==> src/design/counter_pkg.sv <==
`default_nettype none
package counter_pkg;
  // counter and time widths, values in decimal units
  localparam int          CNT_W        = 14;
  localparam int          TIME_W       = 14;
  localparam int          DP_W         = 4;
  localparam int          MODE_W       = 4;
  localparam logic [13:0] CNT_MAX      = 14'h270f;
  localparam logic [13:0] TIME_MIN     = 14'h0001;
  localparam logic [13:0] TIME_MAX     = 14'h270f;
  localparam logic [13:0] TIME_DEFAULT = 14'h000a;
  localparam logic [13:0] PRESET_RESET = 14'h0064;
  localparam logic [3:0]  DP_RESET     = 4'h0;

  // register offsets (byte addresses)
  localparam int          ADDR_W       = 8;
  localparam logic [7:0]  OFF_PRESET1  = 8'h00;
  localparam logic [7:0]  OFF_PRESET2  = 8'h04;
  localparam logic [7:0]  OFF_TIME1    = 8'h08;
  localparam logic [7:0]  OFF_TIME2    = 8'h0c;
  localparam logic [7:0]  OFF_DPOINT   = 8'h10;
  localparam logic [7:0]  OFF_STATUS   = 8'h14;
  localparam logic [7:0]  OFF_COMMAND  = 8'h18;

  // status and command fields
  localparam int ST_COUNT_LSB  = 0;
  localparam int ST_OUT_LSB    = 16;
  localparam int ST_TEST_BIT   = 18;
  localparam int ST_MODE_LSB   = 20;
  localparam int CMD_TEST_BIT  = 0;
  localparam int CMD_OTEST_BIT = 1;

  // mode switch bits: switch down reads as one
  localparam int MODE_TIMED_BIT  = 0;
  localparam int MODE_AFTER_BIT  = 1;
  localparam int MODE_AUTO_BIT   = 2;
  localparam int MODE_PRESET_BIT = 3;

  // timing, each time in its own unit
  localparam longint CLK_HZ        = 125_000_000;
  localparam longint TICK_MS       = 10;
  localparam longint HF_MIN_US     = 50;
  localparam longint DEB_MIN_MS    = 5;
  localparam longint TEST_MS       = 1;
  localparam longint TICK_CYCLES   = CLK_HZ / 1000 * TICK_MS;
  localparam longint HF_CYCLES     = CLK_HZ / 1_000_000 * HF_MIN_US;
  localparam longint DEB_CYCLES    = CLK_HZ / 1000 * DEB_MIN_MS;
  localparam longint TEST_CYCLES   = CLK_HZ / 1000 * TEST_MS;

  typedef struct packed {
    logic [CNT_W-1:0]  preset1;
    logic [CNT_W-1:0]  preset2;
    logic [TIME_W-1:0] time1;
    logic [TIME_W-1:0] time2;
    logic [DP_W-1:0]   dpoint;
  } settings_t;

  localparam settings_t SETTINGS_RESET = '{PRESET_RESET, PRESET_RESET,
                                           TIME_DEFAULT, TIME_DEFAULT,
                                           DP_RESET};

  typedef struct packed {
    logic load_from_preset_mode;
    logic auto_at;
    logic auto_after;
    logic timed;
    logic off1_final;
  } mode_t;

  typedef enum logic [1:0] {TMR_IDLE  = 2'b01, TMR_RUN  = 2'b10} tmr_state_t;
  typedef enum logic [1:0] {TEST_IDLE = 2'b01, TEST_RUN = 2'b10} test_state_t;

  // modes 4 and 6 (and their preset twins) are timed by definition
  function automatic mode_t decode_mode(input logic [MODE_W-1:0] m);
    mode_t d;
    d.load_from_preset_mode = m[MODE_PRESET_BIT];
    d.auto_at    = m[MODE_AUTO_BIT] & ~m[MODE_AFTER_BIT];
    d.auto_after = m[MODE_AUTO_BIT] & m[MODE_AFTER_BIT];
    d.timed      = m[MODE_TIMED_BIT] | m[MODE_AUTO_BIT];
    d.off1_final = m[MODE_AFTER_BIT] & ~m[MODE_AUTO_BIT];
    return d;
  endfunction
endpackage
`default_nettype wire

==> src/design/timed_output.sv <==
`default_nettype none
module timed_output #(
  parameter int TIME_W = 14
) (
  input  wire logic              clk,
  input  wire logic              srst,
  input  wire logic              tick,
  input  wire logic              start,
  input  wire logic              stop,
  input  wire logic [TIME_W-1:0] duration,
  output logic                   active,
  output logic                   done
);
  counter_pkg::tmr_state_t state, next_state;
  logic [TIME_W-1:0]       left, next_left;
  logic                    next_done;

  if (TIME_W < 1) begin : g_chk
    $error("timed_output needs TIME_W of at least one");
  end

  // stop beats start so a manual reset always ends the pulse
  always_comb begin
    next_state = state;
    next_left  = left;
    next_done  = 1'b0;
    if (stop) begin
      next_state = counter_pkg::TMR_IDLE;
      next_left  = '0;
    end else if (start) begin
      next_state = counter_pkg::TMR_RUN;
      next_left  = duration;
    end else if (state == counter_pkg::TMR_RUN && tick) begin
      if (left <= TIME_W'(1)) begin
        next_state = counter_pkg::TMR_IDLE;
        next_done  = 1'b1;
        next_left  = '0;
      end else begin
        next_left = left - TIME_W'(1);
      end
    end
  end

  always_ff @(posedge clk) begin
    if (srst) begin
      state <= counter_pkg::TMR_IDLE;
      left  <= '0;
      done  <= 1'b0;
    end else begin
      state <= next_state;
      left  <= next_left;
      done  <= next_done;
    end
  end

  assign active = (state == counter_pkg::TMR_RUN);
endmodule
`default_nettype wire

==> src/design/preset_counter_with_timed_outputs.sv <==
`default_nettype none
module preset_counter_with_timed_outputs #(
  parameter int NUM_PRESETS = 2,
  parameter int TICK_CYCLES = int'(counter_pkg::TICK_CYCLES),
  parameter int HF_CYCLES   = int'(counter_pkg::HF_CYCLES),
  parameter int DEB_CYCLES  = int'(counter_pkg::DEB_CYCLES),
  parameter int TEST_CYCLES = int'(counter_pkg::TEST_CYCLES)
) (
  input  wire logic                             clk,
  input  wire logic                             srst,
  input  wire logic                             psel,
  input  wire logic                             penable,
  input  wire logic                             pwrite,
  input  wire logic [counter_pkg::ADDR_W-1:0]   paddr,
  input  wire logic [31:0]                      pwdata,
  output logic      [31:0]                      prdata,
  output logic                                  pready,
  output logic                                  pslverr,
  input  wire logic                             count_in_n,
  input  wire logic                             debounce_sel,
  input  wire logic                             count_direction_in,
  input  wire logic                             remote_reset_n,
  input  wire logic                             program_disable_n,
  input  wire logic                             panel_reset_btn,
  input  wire logic                             panel_reset_enable,
  input  wire logic [counter_pkg::MODE_W-1:0]   mode_switch,
  output logic      [NUM_PRESETS-1:0]           sink_out,
  output logic      [NUM_PRESETS-1:0]           relay_out,
  output logic                                  display_test
);
  localparam int CW   = counter_pkg::CNT_W;
  localparam int TW   = counter_pkg::TIME_W;
  localparam int DW   = 21;
  localparam int LAST = NUM_PRESETS - 1;

  if (NUM_PRESETS < 1 || NUM_PRESETS > 2 || TICK_CYCLES < 2 ||
      HF_CYCLES < 1 || DEB_CYCLES < 1 || TEST_CYCLES < 1 ||
      DEB_CYCLES >= (1 << DW) || TICK_CYCLES >= (1 << DW) ||
      TEST_CYCLES >= (1 << DW) || HF_CYCLES >= (1 << DW)) begin : g_chk
    $error("preset counter parameters out of range");
  end

  // one step of the count, wrapping within four decimal digits
  function automatic logic [CW-1:0] step_value(input logic [CW-1:0] v,
                                               input logic up);
    if (up) begin
      return (v >= counter_pkg::CNT_MAX) ? '0 : v + CW'(1);
    end
    return (v == '0) ? counter_pkg::CNT_MAX : v - CW'(1);
  endfunction

  // writes to these are refused while programming is disabled
  function automatic logic reg_locked(input logic [7:0] a);
    if (a == counter_pkg::OFF_PRESET1) return 1'b1;
    else if (a == counter_pkg::OFF_PRESET2) return 1'b1;
    else if (a == counter_pkg::OFF_TIME1) return 1'b1;
    else if (a == counter_pkg::OFF_TIME2) return 1'b1;
    else if (a == counter_pkg::OFF_DPOINT) return 1'b1;
    else return 1'b0;
  endfunction

  function automatic logic [TW-1:0] clamp_time(input logic [31:0] v);
    if (v[TW-1:0] < counter_pkg::TIME_MIN || v[31:TW] != '0)
      return (v[31:TW] != '0) ? counter_pkg::TIME_MAX
                               : counter_pkg::TIME_MIN;
    if (v[TW-1:0] > counter_pkg::TIME_MAX) return counter_pkg::TIME_MAX;
    return v[TW-1:0];
  endfunction

  function automatic logic [CW-1:0] clamp_count(input logic [31:0] v);
    if (v[31:CW] != '0 || v[CW-1:0] > counter_pkg::CNT_MAX)
      return counter_pkg::CNT_MAX;
    return v[CW-1:0];
  endfunction

  counter_pkg::settings_t   cfg, next_cfg;
  counter_pkg::mode_t       md;
  counter_pkg::test_state_t test_state, next_test_state;
  logic [CW-1:0]            count, next_count, stepped, reset_val, pfinal;
  logic [DW-1:0]            filt_cnt, next_filt_cnt, thr;
  logic [DW-1:0]            tick_cnt, next_tick_cnt;
  logic [DW-1:0]            test_cnt, next_test_cnt;
  logic                     filt_done, next_filt_done, step, tick;
  logic                     manual_reset, wr_take, otest, next_otest;
  logic [NUM_PRESETS-1:0]   out_state, next_out_state, hit, tmr_done;
  logic [NUM_PRESETS-1:0]   tmr_start, tmr_stop, next_pins;
  logic [CW-1:0]            target [NUM_PRESETS];
  logic [TW-1:0]            dur [NUM_PRESETS];
  logic [31:0]              next_prdata;
  logic                     next_pready, next_pslverr;

  assign md = counter_pkg::decode_mode(mode_switch);
  assign manual_reset = !remote_reset_n ||
                        (panel_reset_btn && panel_reset_enable);
  assign pfinal    = (NUM_PRESETS == 2) ? cfg.preset2 : cfg.preset1;
  assign reset_val = md.load_from_preset_mode ? pfinal : '0;
  assign stepped   = step_value(count, count_direction_in);
  assign tick      = (tick_cnt == DW'(TICK_CYCLES - 1));
  assign wr_take   = psel && penable && pready && pwrite;

  // count input qualifier: one count per low pulse of at least thr cycles
  always_comb begin
    thr = debounce_sel ? DW'(DEB_CYCLES) : DW'(HF_CYCLES);
    next_filt_cnt  = filt_cnt;
    next_filt_done = filt_done;
    step           = 1'b0;
    if (count_in_n) begin
      next_filt_cnt  = '0;
      next_filt_done = 1'b0;
    end else if (!filt_done) begin
      if (filt_cnt + DW'(1) >= thr) begin
        step           = 1'b1;
        next_filt_done = 1'b1;
      end else begin
        next_filt_cnt = filt_cnt + DW'(1);
      end
    end
    next_tick_cnt = tick ? '0 : tick_cnt + DW'(1);
  end

  // per-preset compare targets and output timers
  for (genvar k = 0; k < NUM_PRESETS; k++) begin : g_out
    always_comb begin
      if (md.load_from_preset_mode) begin
        target[k] = (k == LAST) ? '0 : cfg.preset1;
      end else begin
        target[k] = (k == 0) ? cfg.preset1 : cfg.preset2;
      end
    end
    assign dur[k] = (k == 0) ? cfg.time1 : cfg.time2;
    assign hit[k] = step && stepped == target[k] && !manual_reset;
    assign tmr_start[k] = hit[k] && md.timed;
    assign tmr_stop[k]  = manual_reset ||
                          (k == 0 && LAST == 1 && md.off1_final && hit[LAST]);

    timed_output #(.TIME_W(TW)) u_timer (
      .clk      (clk),
      .srst     (srst),
      .tick     (tick),
      .start    (tmr_start[k]),
      .stop     (tmr_stop[k]),
      .duration (dur[k]),
      .active   (),
      .done     (tmr_done[k])
    );

    // output state: reset clears, hit sets, timer end or final match clears
    always_comb begin
      next_out_state[k] = out_state[k];
      if (manual_reset) begin
        next_out_state[k] = 1'b0;
      end else if (tmr_stop[k]) begin
        next_out_state[k] = 1'b0;
      end else if (hit[k]) begin
        next_out_state[k] = 1'b1;
      end else if (md.timed && tmr_done[k]) begin
        next_out_state[k] = 1'b0;
      end
    end
  end

  // count: manual reset first, then automatic reloads, then plain steps;
  // a pulse arriving with an after-time reload is kept, not dropped
  always_comb begin
    next_count = count;
    if (manual_reset) begin
      next_count = reset_val;
    end else if (md.auto_at && hit[LAST]) begin
      next_count = reset_val;
    end else if (md.auto_after && tmr_done[LAST]) begin
      next_count = step ? step_value(reset_val, count_direction_in)
                        : reset_val;
    end else if (step) begin
      next_count = stepped;
    end
  end

  // self-test runs beside the counter and never touches it
  always_comb begin
    next_test_state = test_state;
    next_test_cnt   = test_cnt;
    next_otest      = otest;
    case (test_state)
      counter_pkg::TEST_IDLE: begin
        if (wr_take && paddr == counter_pkg::OFF_COMMAND &&
            pwdata[counter_pkg::CMD_TEST_BIT]) begin
          next_test_state = counter_pkg::TEST_RUN;
          next_test_cnt   = '0;
          next_otest      = pwdata[counter_pkg::CMD_OTEST_BIT];
        end
      end
      counter_pkg::TEST_RUN: begin
        if (test_cnt == DW'(TEST_CYCLES - 1)) begin
          next_test_state = counter_pkg::TEST_IDLE;
          next_otest      = 1'b0;
        end else begin
          next_test_cnt = test_cnt + DW'(1);
        end
      end
      default: next_test_state = counter_pkg::TEST_IDLE;
    endcase
    next_pins = next_out_state;
    if (test_state == counter_pkg::TEST_RUN && otest && program_disable_n)
      next_pins = '1;
  end

  // settings writes and bus answers; ready comes one cycle after setup
  always_comb begin
    next_cfg = cfg;
    if (wr_take && !(reg_locked(paddr) && !program_disable_n)) begin
      if (paddr == counter_pkg::OFF_PRESET1)
        next_cfg.preset1 = clamp_count(pwdata);
      else if (paddr == counter_pkg::OFF_PRESET2)
        next_cfg.preset2 = clamp_count(pwdata);
      else if (paddr == counter_pkg::OFF_TIME1)
        next_cfg.time1 = clamp_time(pwdata);
      else if (paddr == counter_pkg::OFF_TIME2)
        next_cfg.time2 = clamp_time(pwdata);
      else if (paddr == counter_pkg::OFF_DPOINT)
        next_cfg.dpoint = pwdata[counter_pkg::DP_W-1:0];
    end
    next_pready  = psel && !penable;
    next_pslverr = 1'b0;
    next_prdata  = '0;
    if (psel && !penable) begin
      if (paddr == counter_pkg::OFF_PRESET1)
        next_prdata[CW-1:0] = cfg.preset1;
      else if (paddr == counter_pkg::OFF_PRESET2)
        next_prdata[CW-1:0] = cfg.preset2;
      else if (paddr == counter_pkg::OFF_TIME1)
        next_prdata[TW-1:0] = cfg.time1;
      else if (paddr == counter_pkg::OFF_TIME2)
        next_prdata[TW-1:0] = cfg.time2;
      else if (paddr == counter_pkg::OFF_DPOINT)
        next_prdata[counter_pkg::DP_W-1:0] = cfg.dpoint;
      else if (paddr == counter_pkg::OFF_STATUS) begin
        next_prdata[counter_pkg::ST_COUNT_LSB +: CW] = count;
        next_prdata[counter_pkg::ST_OUT_LSB +: NUM_PRESETS] = out_state;
        next_prdata[counter_pkg::ST_TEST_BIT] =
          (test_state == counter_pkg::TEST_RUN);
        next_prdata[counter_pkg::ST_MODE_LSB +: counter_pkg::MODE_W] =
          mode_switch;
      end else if (paddr != counter_pkg::OFF_COMMAND)
        next_pslverr = 1'b1;
      if (pwrite && reg_locked(paddr) && !program_disable_n)
        next_pslverr = 1'b1;
      if (pwrite && paddr == counter_pkg::OFF_STATUS)
        next_pslverr = 1'b1;
    end
  end

  // settings are kept in flops standing in for the retained store
  always_ff @(posedge clk) begin
    if (srst) begin
      cfg          <= counter_pkg::SETTINGS_RESET;
      count        <= '0;
      out_state    <= '0;
      sink_out     <= '0;
      relay_out    <= '0;
      filt_cnt     <= '0;
      filt_done    <= 1'b0;
      tick_cnt     <= '0;
      test_state   <= counter_pkg::TEST_IDLE;
      test_cnt     <= '0;
      otest        <= 1'b0;
      display_test <= 1'b0;
      prdata       <= '0;
      pready       <= 1'b0;
      pslverr      <= 1'b0;
    end else begin
      cfg          <= next_cfg;
      count        <= next_count;
      out_state    <= next_out_state;
      sink_out     <= next_pins;
      relay_out    <= next_pins;
      filt_cnt     <= next_filt_cnt;
      filt_done    <= next_filt_done;
      tick_cnt     <= next_tick_cnt;
      test_state   <= next_test_state;
      test_cnt     <= next_test_cnt;
      otest        <= next_otest;
      display_test <= (next_test_state == counter_pkg::TEST_RUN);
      prdata       <= next_prdata;
      pready       <= next_pready;
      pslverr      <= next_pslverr;
    end
  end
endmodule
`default_nettype wire

==> config.mk <==
export PLATFORM = sky130hd
export DESIGN_NAME = preset_counter_with_timed_outputs
export DESIGN_NICKNAME = d
export VERILOG_FILES = /design/src/design/counter_pkg.sv /design/src/design/timed_output.sv /design/src/design/preset_counter_with_timed_outputs.sv
export SDC_FILE = /design/constraint.sdc
export NUM_CORES = 1
export LEC_CHECK = 0
export BUFFER_PORTS_ARGS = -buffer_cell sky130_fd_sc_hd__clkbuf_2
export CORE_ASPECT_RATIO = 1.2
export CORE_MARGIN = 2
export CORE_UTILIZATION = 57
export CTS_BUF_LIST = sky130_fd_sc_hd__clkbuf_4 sky130_fd_sc_hd__clkbuf_8
export CTS_CLUSTER_DIAMETER = 100
export CTS_CLUSTER_SIZE = 24
export DETAILED_ROUTE_END_ITERATION = 10
export PLACE_DENSITY = 0.79
export SLEW_MARGIN = 20
export SYNTH_ARGS = -nofsm -noshare
export SYNTH_HDL_FRONTEND = slang
export SYNTH_SLANG_ARGS = --single-unit
==> constraint.sdc <==
create_clock -name clk -period 3.83 [get_ports clk]
set_clock_uncertainty 0.2 [all_clocks]
set_input_delay 0.383 -clock clk [delete_from_list [all_inputs] [get_ports clk]]
set_output_delay 0.383 -clock clk [all_outputs]
set_load 0.03 [all_outputs]
Yosys cells after proc, flatten, opt, wreduce, memory -nomap -nowiden
Cells that the tools add are included.
{ "classes": {"bitwise_logic": 16, "add_sub_neg": 9, "n_reduce_logical": 64, "n_eq_ne": 19, "n_mux": 115, "magnitude_cmp": 7} }
{ "op_table": {"columns": ["operator", "count"], "rows": [
  ["14-bit 2-to-1 mux", 36],
  ["21-bit by 1-bit adder with 21-bit output, second input constant", 3],
  ["1-bit 2-to-1 mux", 62],
  ["14-bit by 1-bit subtractor with 14-bit output, second input constant", 4],
  ["21-bit 2-to-1 mux", 2],
  ["21-bit case mux with 2 select lines", 1],
  ["14-bit by 1-bit adder with 14-bit output, second input constant", 2],
  ["14-bit equality test", 2],
  ["14-bit >= comparator, second input constant", 2],
  ["14-bit by 1-bit <= comparator with 1-bit output, second input constant", 2],
  ["14-bit zero test", 2],
  ["1-bit logical AND", 27],
  ["8-bit by 5-bit equality test with 1-bit output, second input constant", 3],
  ["21-bit by 17-bit equality test with 1-bit output, second input constant", 1],
  ["21-bit equality test, second input constant", 1],
  ["21-bit by 20-bit >= comparator with 1-bit output", 1],
  ["20-bit 2-to-1 mux", 1],
  ["2-bit 2-to-1 mux", 9],
  ["18-bit nonzero test", 1],
  ["8-bit by 4-bit equality test with 1-bit output, second input constant", 2],
  ["14-bit greater-than comparator, second input constant", 1],
  ["14-bit by 1-bit less-than comparator with 1-bit output, second input constant", 1],
  ["1-bit inverter", 12],
  ["10-bit 2-to-1 mux", 1],
  ["other kinds (23)", 51]
]} }
{ "word_totals": {"out_inout_bits": 39, "reg_bits": 214} }

Depth between registers and ports, before layout
{ "logic_depth": {"depth_word": 18, "depth_mapped": 18, "ltp_nobuf": 16} }

Cells and area by module
From an unflattened synthesis, not the netlist that was laid out.
{ "unflattened": {"cells_unflattened": 1608, "hier_area_um2": 12692.2} }
{ "modules_own_cells": {"columns": ["module", "seq_area_each_um2", "cells_per_inst", "n_inst", "area_per_inst_um2"], "rows": [
  ["preset_counter_with_timed_outputs", 3383.2, 1364, 1, 10597.7],
  ["timed_output", 340.3, 122, 2, 1047.3]
]} }

Worst setup path before layout
OpenSTA, ideal clock, no wires.
{ "synth_path": {"kind": "register -> register", "from": "register filt_cnt[4]", "to": "register g_out[0].u_timer.left[0]", "slack_ns": -0.273, "stages_incl_launch_ff": 18, "t_arrival_ns": 3.786, "path_buffers": 3, "path_cell_list": "dfxtp_1 buf_2 nand4_1 nor4_2 nand4_1 xnor2_1 ha_1 nor2_1 or3_1 a21oi_1 a211o_1 a211oi_1 nor3_1 nand2_1 or4_1 buf_6 buf_6 o211a_1"} }
{ "synth_via": {"elab_chain_len": 10, "elab_cells_between_ends": 15} }
{ "synth_lines": {"columns": ["item", "line_no", "source"], "rows": [
  ["from (decl)", "preset_counter_with_timed_outputs.sv:80", "logic [DW-1:0] filt_cnt, next_filt_cnt, thr;"],
  ["from (signal assigned)", "preset_counter_with_timed_outputs.sv:276", "filt_cnt <= next_filt_cnt;"],
  ["21-bit by 1-bit adder with 21-bit output (*)", "preset_counter_with_timed_outputs.sv:111", "if (filt_cnt + DW'(1) >= thr) begin"],
  ["21-bit by 20-bit >= comparator with 1-bit output (*)", "preset_counter_with_timed_outputs.sv:111", null],
  ["1-bit 2-to-1 mux (*)", "preset_counter_with_timed_outputs.sv:111", null],
  ["1-bit 2-to-1 mux (*)", "preset_counter_with_timed_outputs.sv:110", "end else if (!filt_done) begin"],
  ["1-bit 2-to-1 mux (*)", "preset_counter_with_timed_outputs.sv:107", "if (count_in_n) begin"],
  ["1-bit logical AND (2 in a row)", "preset_counter_with_timed_outputs.sv:131", "assign hit[k] = step && stepped == target[k] && !manual_reset;"],
  ["1-bit logical AND", "preset_counter_with_timed_outputs.sv:134", "(k == 0 && LAST == 1 && md.off1_final && hit[LAST]);"],
  ["1-bit logical OR", "preset_counter_with_timed_outputs.sv:133", "assign tmr_stop[k] = manual_reset ||"],
  ["2-bit OR reduction (no line)", null, null],
  ["to (signal assigned)", "timed_output.sv:51", "left <= next_left;"],
  ["to (decl)", "timed_output.sv:15", "logic [TIME_W-1:0] left, next_left;"]
]} }
Mark *: on every way between the ends. The rest lies on a longest branch, timed or not.
A chain may end at the register's enable or synchronous reset.

Worst setup path in the final report
{ "layout_path": {"from": "register filt_cnt[8]", "to": "register g_out[0].u_timer.left[12]"} }
The elaborated chain is that of the path after synthesis.

==> results.toml <==
[outcome]
status = "finished, violations left"
violations = "negative setup slack"

[synthesis]
synth_seq_cells = 203
synth.cell_area_um2 = 12200
synth_ff_type = "dfxtp_1"
async_flop_share_pct = 0
seq_area_frac_synth_pct = 33.2
synth_edf_count = 0
ys_types = 90
synth_area_per_cell_um2 = 7.75
ys_warn_count = 0
synthCells = 1580

[layout]
drive_above_1_share_pct = 23.4
design_area_um2 = 14800
area_growth_pct = 21.0
fillerInstances = 1712
multi_input_comb_area_um2 = 7880
fin_nets = 1849
final-seq-area_um2 = 4080
num_antenna_cells = 0

[floorplan]
initial_core_util_pct = 58.2
fp.dieW_um = 138
rows = 58
pin_count = 95
die_area_um2 = 22700
core_area_um2 = 21000
die_h_um = 165

[placed_design]
dpl_cell_area_um2 = 13900
numPortBuffers = 83
place_ws_ns = -0.236
place_hpwl_mm = 29.8
routabilityCongestion = 1.03

[routing]
first_pass_iters = 6
drc = 0
detail-route-antenna-nets = 0
vias = 13300
drtIter0Drc = 1479
drt-wirelength-per-cell_um = 20.0
wirelength_mm = 40.8
viasPerCell = 6.50

[cts]
cts.sinks = 203
cts_buffer_depth = 3
ctsRootBufferMaster = "clkbuf_8"
clk_latency_ns = 0.54
htree_levels = 1
path_clk_slew_ns = 0.15
tritoncts = "done"
cts-buffers-inserted = 12

[global_route]
grt_pass1_wl_mm = 62.8
antenna_found_initial = 0
overflow = 0
grt_max_degree = 68
grt_usage_pct = 35.0
grt_pass1_vias = 12100

[pwr]
vdd.ir_drop.worst_v = 0.000337
p_leak_nw = 5.78
powerDensity_nw_per_um2 = 260

[setup_path]
crit_fanout = 7
arrival_ns = 4.34
start_kind = "flip-flop"
critPathKind = "reg -> reg"
endpoint_kind = "flip-flop"
worstPathRequired_ns = 4.07

[sta]
finalCritPeriodShare_pct = 107
relSlewSlack_pct = 41.8
worst_pin_slew_ns = 0.872
setup_viol = 46
hold_viol = 0
setup_tns_ns = -6.23
fmax_mhz = 244
finalMaxSlewViolations = 0
rsz0062_at_grt = "true"
min_period_ns = 4.10
timing.final.ws_setup_ns = -0.272
whs_ns = 0.0514

[flow_run]
max_cap_viol_count = 0

[hold_path]
hold_class = "in -> reg"
-- metal layers --
layer | track usage [%] | part of all wire [%] | vias to the layer above
li1 | - | - | 6131
met1 | 44.0 | 39 | 6273
met2 | 56.8 | 46 | 713
met3 | 6.32 | 8.9 | 180
met4 | 19.0 | 6.1 | 0
met5 | 0 | 0 | -
-- state kept, by name, summed over array words and instances (netlist names) --
name,count
cfg,46
prdata,21
tick_cnt,21
otest,1
filt_cnt,21
test_cnt,21
out_state,2
test_state,2
pfinal,14
g_out.u_timer.left,28
relay_out,2
g_out.u_timer.state,4
pslverr,1
display_test,1
g_out.u_timer.done,2
pready,1
filt_done,1
count,14
-- synthesized netlist by cell type (all sizes together) (27+ instances only) --
cell,n,area (µm²)
dfxtp,203,4060
nor2,258,968
a211oi,36,270
xor2,48,420
a21oi,90,450
a22oi,27,208
nor4,38,287
inv,34,128
o21ai,75,387
clkbuf,83,314
xnor2,43,377
nand4,31,200
buf,40,267
nor3,36,180
nand3,62,310
nand2,121,454
-- worst paths after layout --
path / slack (ns) / startpoint / cells after the start / to
worst max-delay path: -0.27 / filt_cnt[8]$_SDFFE_PP0P_ / 16 / g_out[0].u_timer.left[12]$_SDFFE_PP0P_
worst min-delay path: 0.05 / paddr[4] / 3 / prdata[21]$_SDFF_PP0_
worst max register to register: -0.27 / filt_cnt[8]$_SDFFE_PP0P_ / 16 / g_out[0].u_timer.left[12]$_SDFFE_PP0P_
worst min register to register: 0.26 / tick_cnt[0]$_SDFF_PP0_ / 1 / tick_cnt[0]$_SDFF_PP0_
-- layout make-up --
class                           instances  share of cell area (%)
Inverter                               35                   0.887
Clock inverter                          2                   0.169
Sequential cell                       203                    27.6
Clock buffer                           13                    1.21
Tap cell                              270                    2.28
Multi-Input combinational cell       1229                    53.2
Timing Repair Buffer                  293                    14.6
-- report_power, final --
part	leakage [nW]	switching, mW	internal (mW)
Clock	0.105	0.694	0.324
Sequential	1.64	0.0184	2.13
Combinational	4.03	0.390	0.292
-- cell families (layout without fill, tap and decap cells) --
group                    count (synthesis)  in the layout  share of synthesized area (%)
AO/OA/AOI/OAI                          399            399                           22.9
XOR/XNOR                                91             91                           6.51
adder cells (fa/ha/maj)                 19             19                           1.94
buffers and inverters                  158            343                           5.82
flip-flops                             203            203                           33.2
multiplexers                            28             28                           2.34
other                                    1             11                         0.0306
AND/OR/NAND/NOR                        681            681                           27.3
-- per-stage QoR --
| step | std cells | utilization (%) | total power, mW |
|---|---|---|---|
| 6_report | 2045 | 70.4 | 3.85 |
| 5_1_grt | 2045 | 70.4 | 3.96 |
| 4_1_cts | 2037 | 69.1 | 3.82 |
| 3_5_place_dp | 1999 | 66.1 | 2.81 |
| 3_3_place_gp | 1999 | 66.1 | 2.80 |
| 2_1_floorplan | 1590 | - | 2.55 |
-- timing repair --
action,in CTS,in global routing
resized for setup,51,52
hold endpoints to repair,9,0
hold buffers,10,0
pin swaps,27,30
setup buffers,11,7
endpoints found under the setup margin,46,67
cloned,2,1
-- placed cells by master (no fill, tap or decap), drive strengths merged, types with 23 or more instances in the layout --
cell type,synthesis,routed
nor3,36,36
inv,34,35
nor2,258,258
xor2,48,48
nand4,31,31
mux2i,23,23
a211oi,36,36
nand3,62,62
nor4,38,38
a21oi,90,90
xnor2,43,43
a22oi,27,27
and3,25,25
o21ai,75,75
nand2,121,121
dfxtp,203,203
clkbuf,83,95
buf,40,201
-- critical path, cell delays in order (launching register included) --
cell      delay [ns]
dfxtp_2         0.36
nand4_1         0.20
nor4_4          0.35
nand4_1         0.19
xnor2_1         0.19
ha_1            0.34
nor2_1          0.05
or3_1           0.32
a21oi_2         0.12
a211o_1         0.15
a211oi_4        0.07
buf_4           0.16
nor3_4          0.15
nand2_1         0.10
or4_4           0.65
buf_12          0.19
o211a_1         0.22
(Power assumes the default switching activity.)
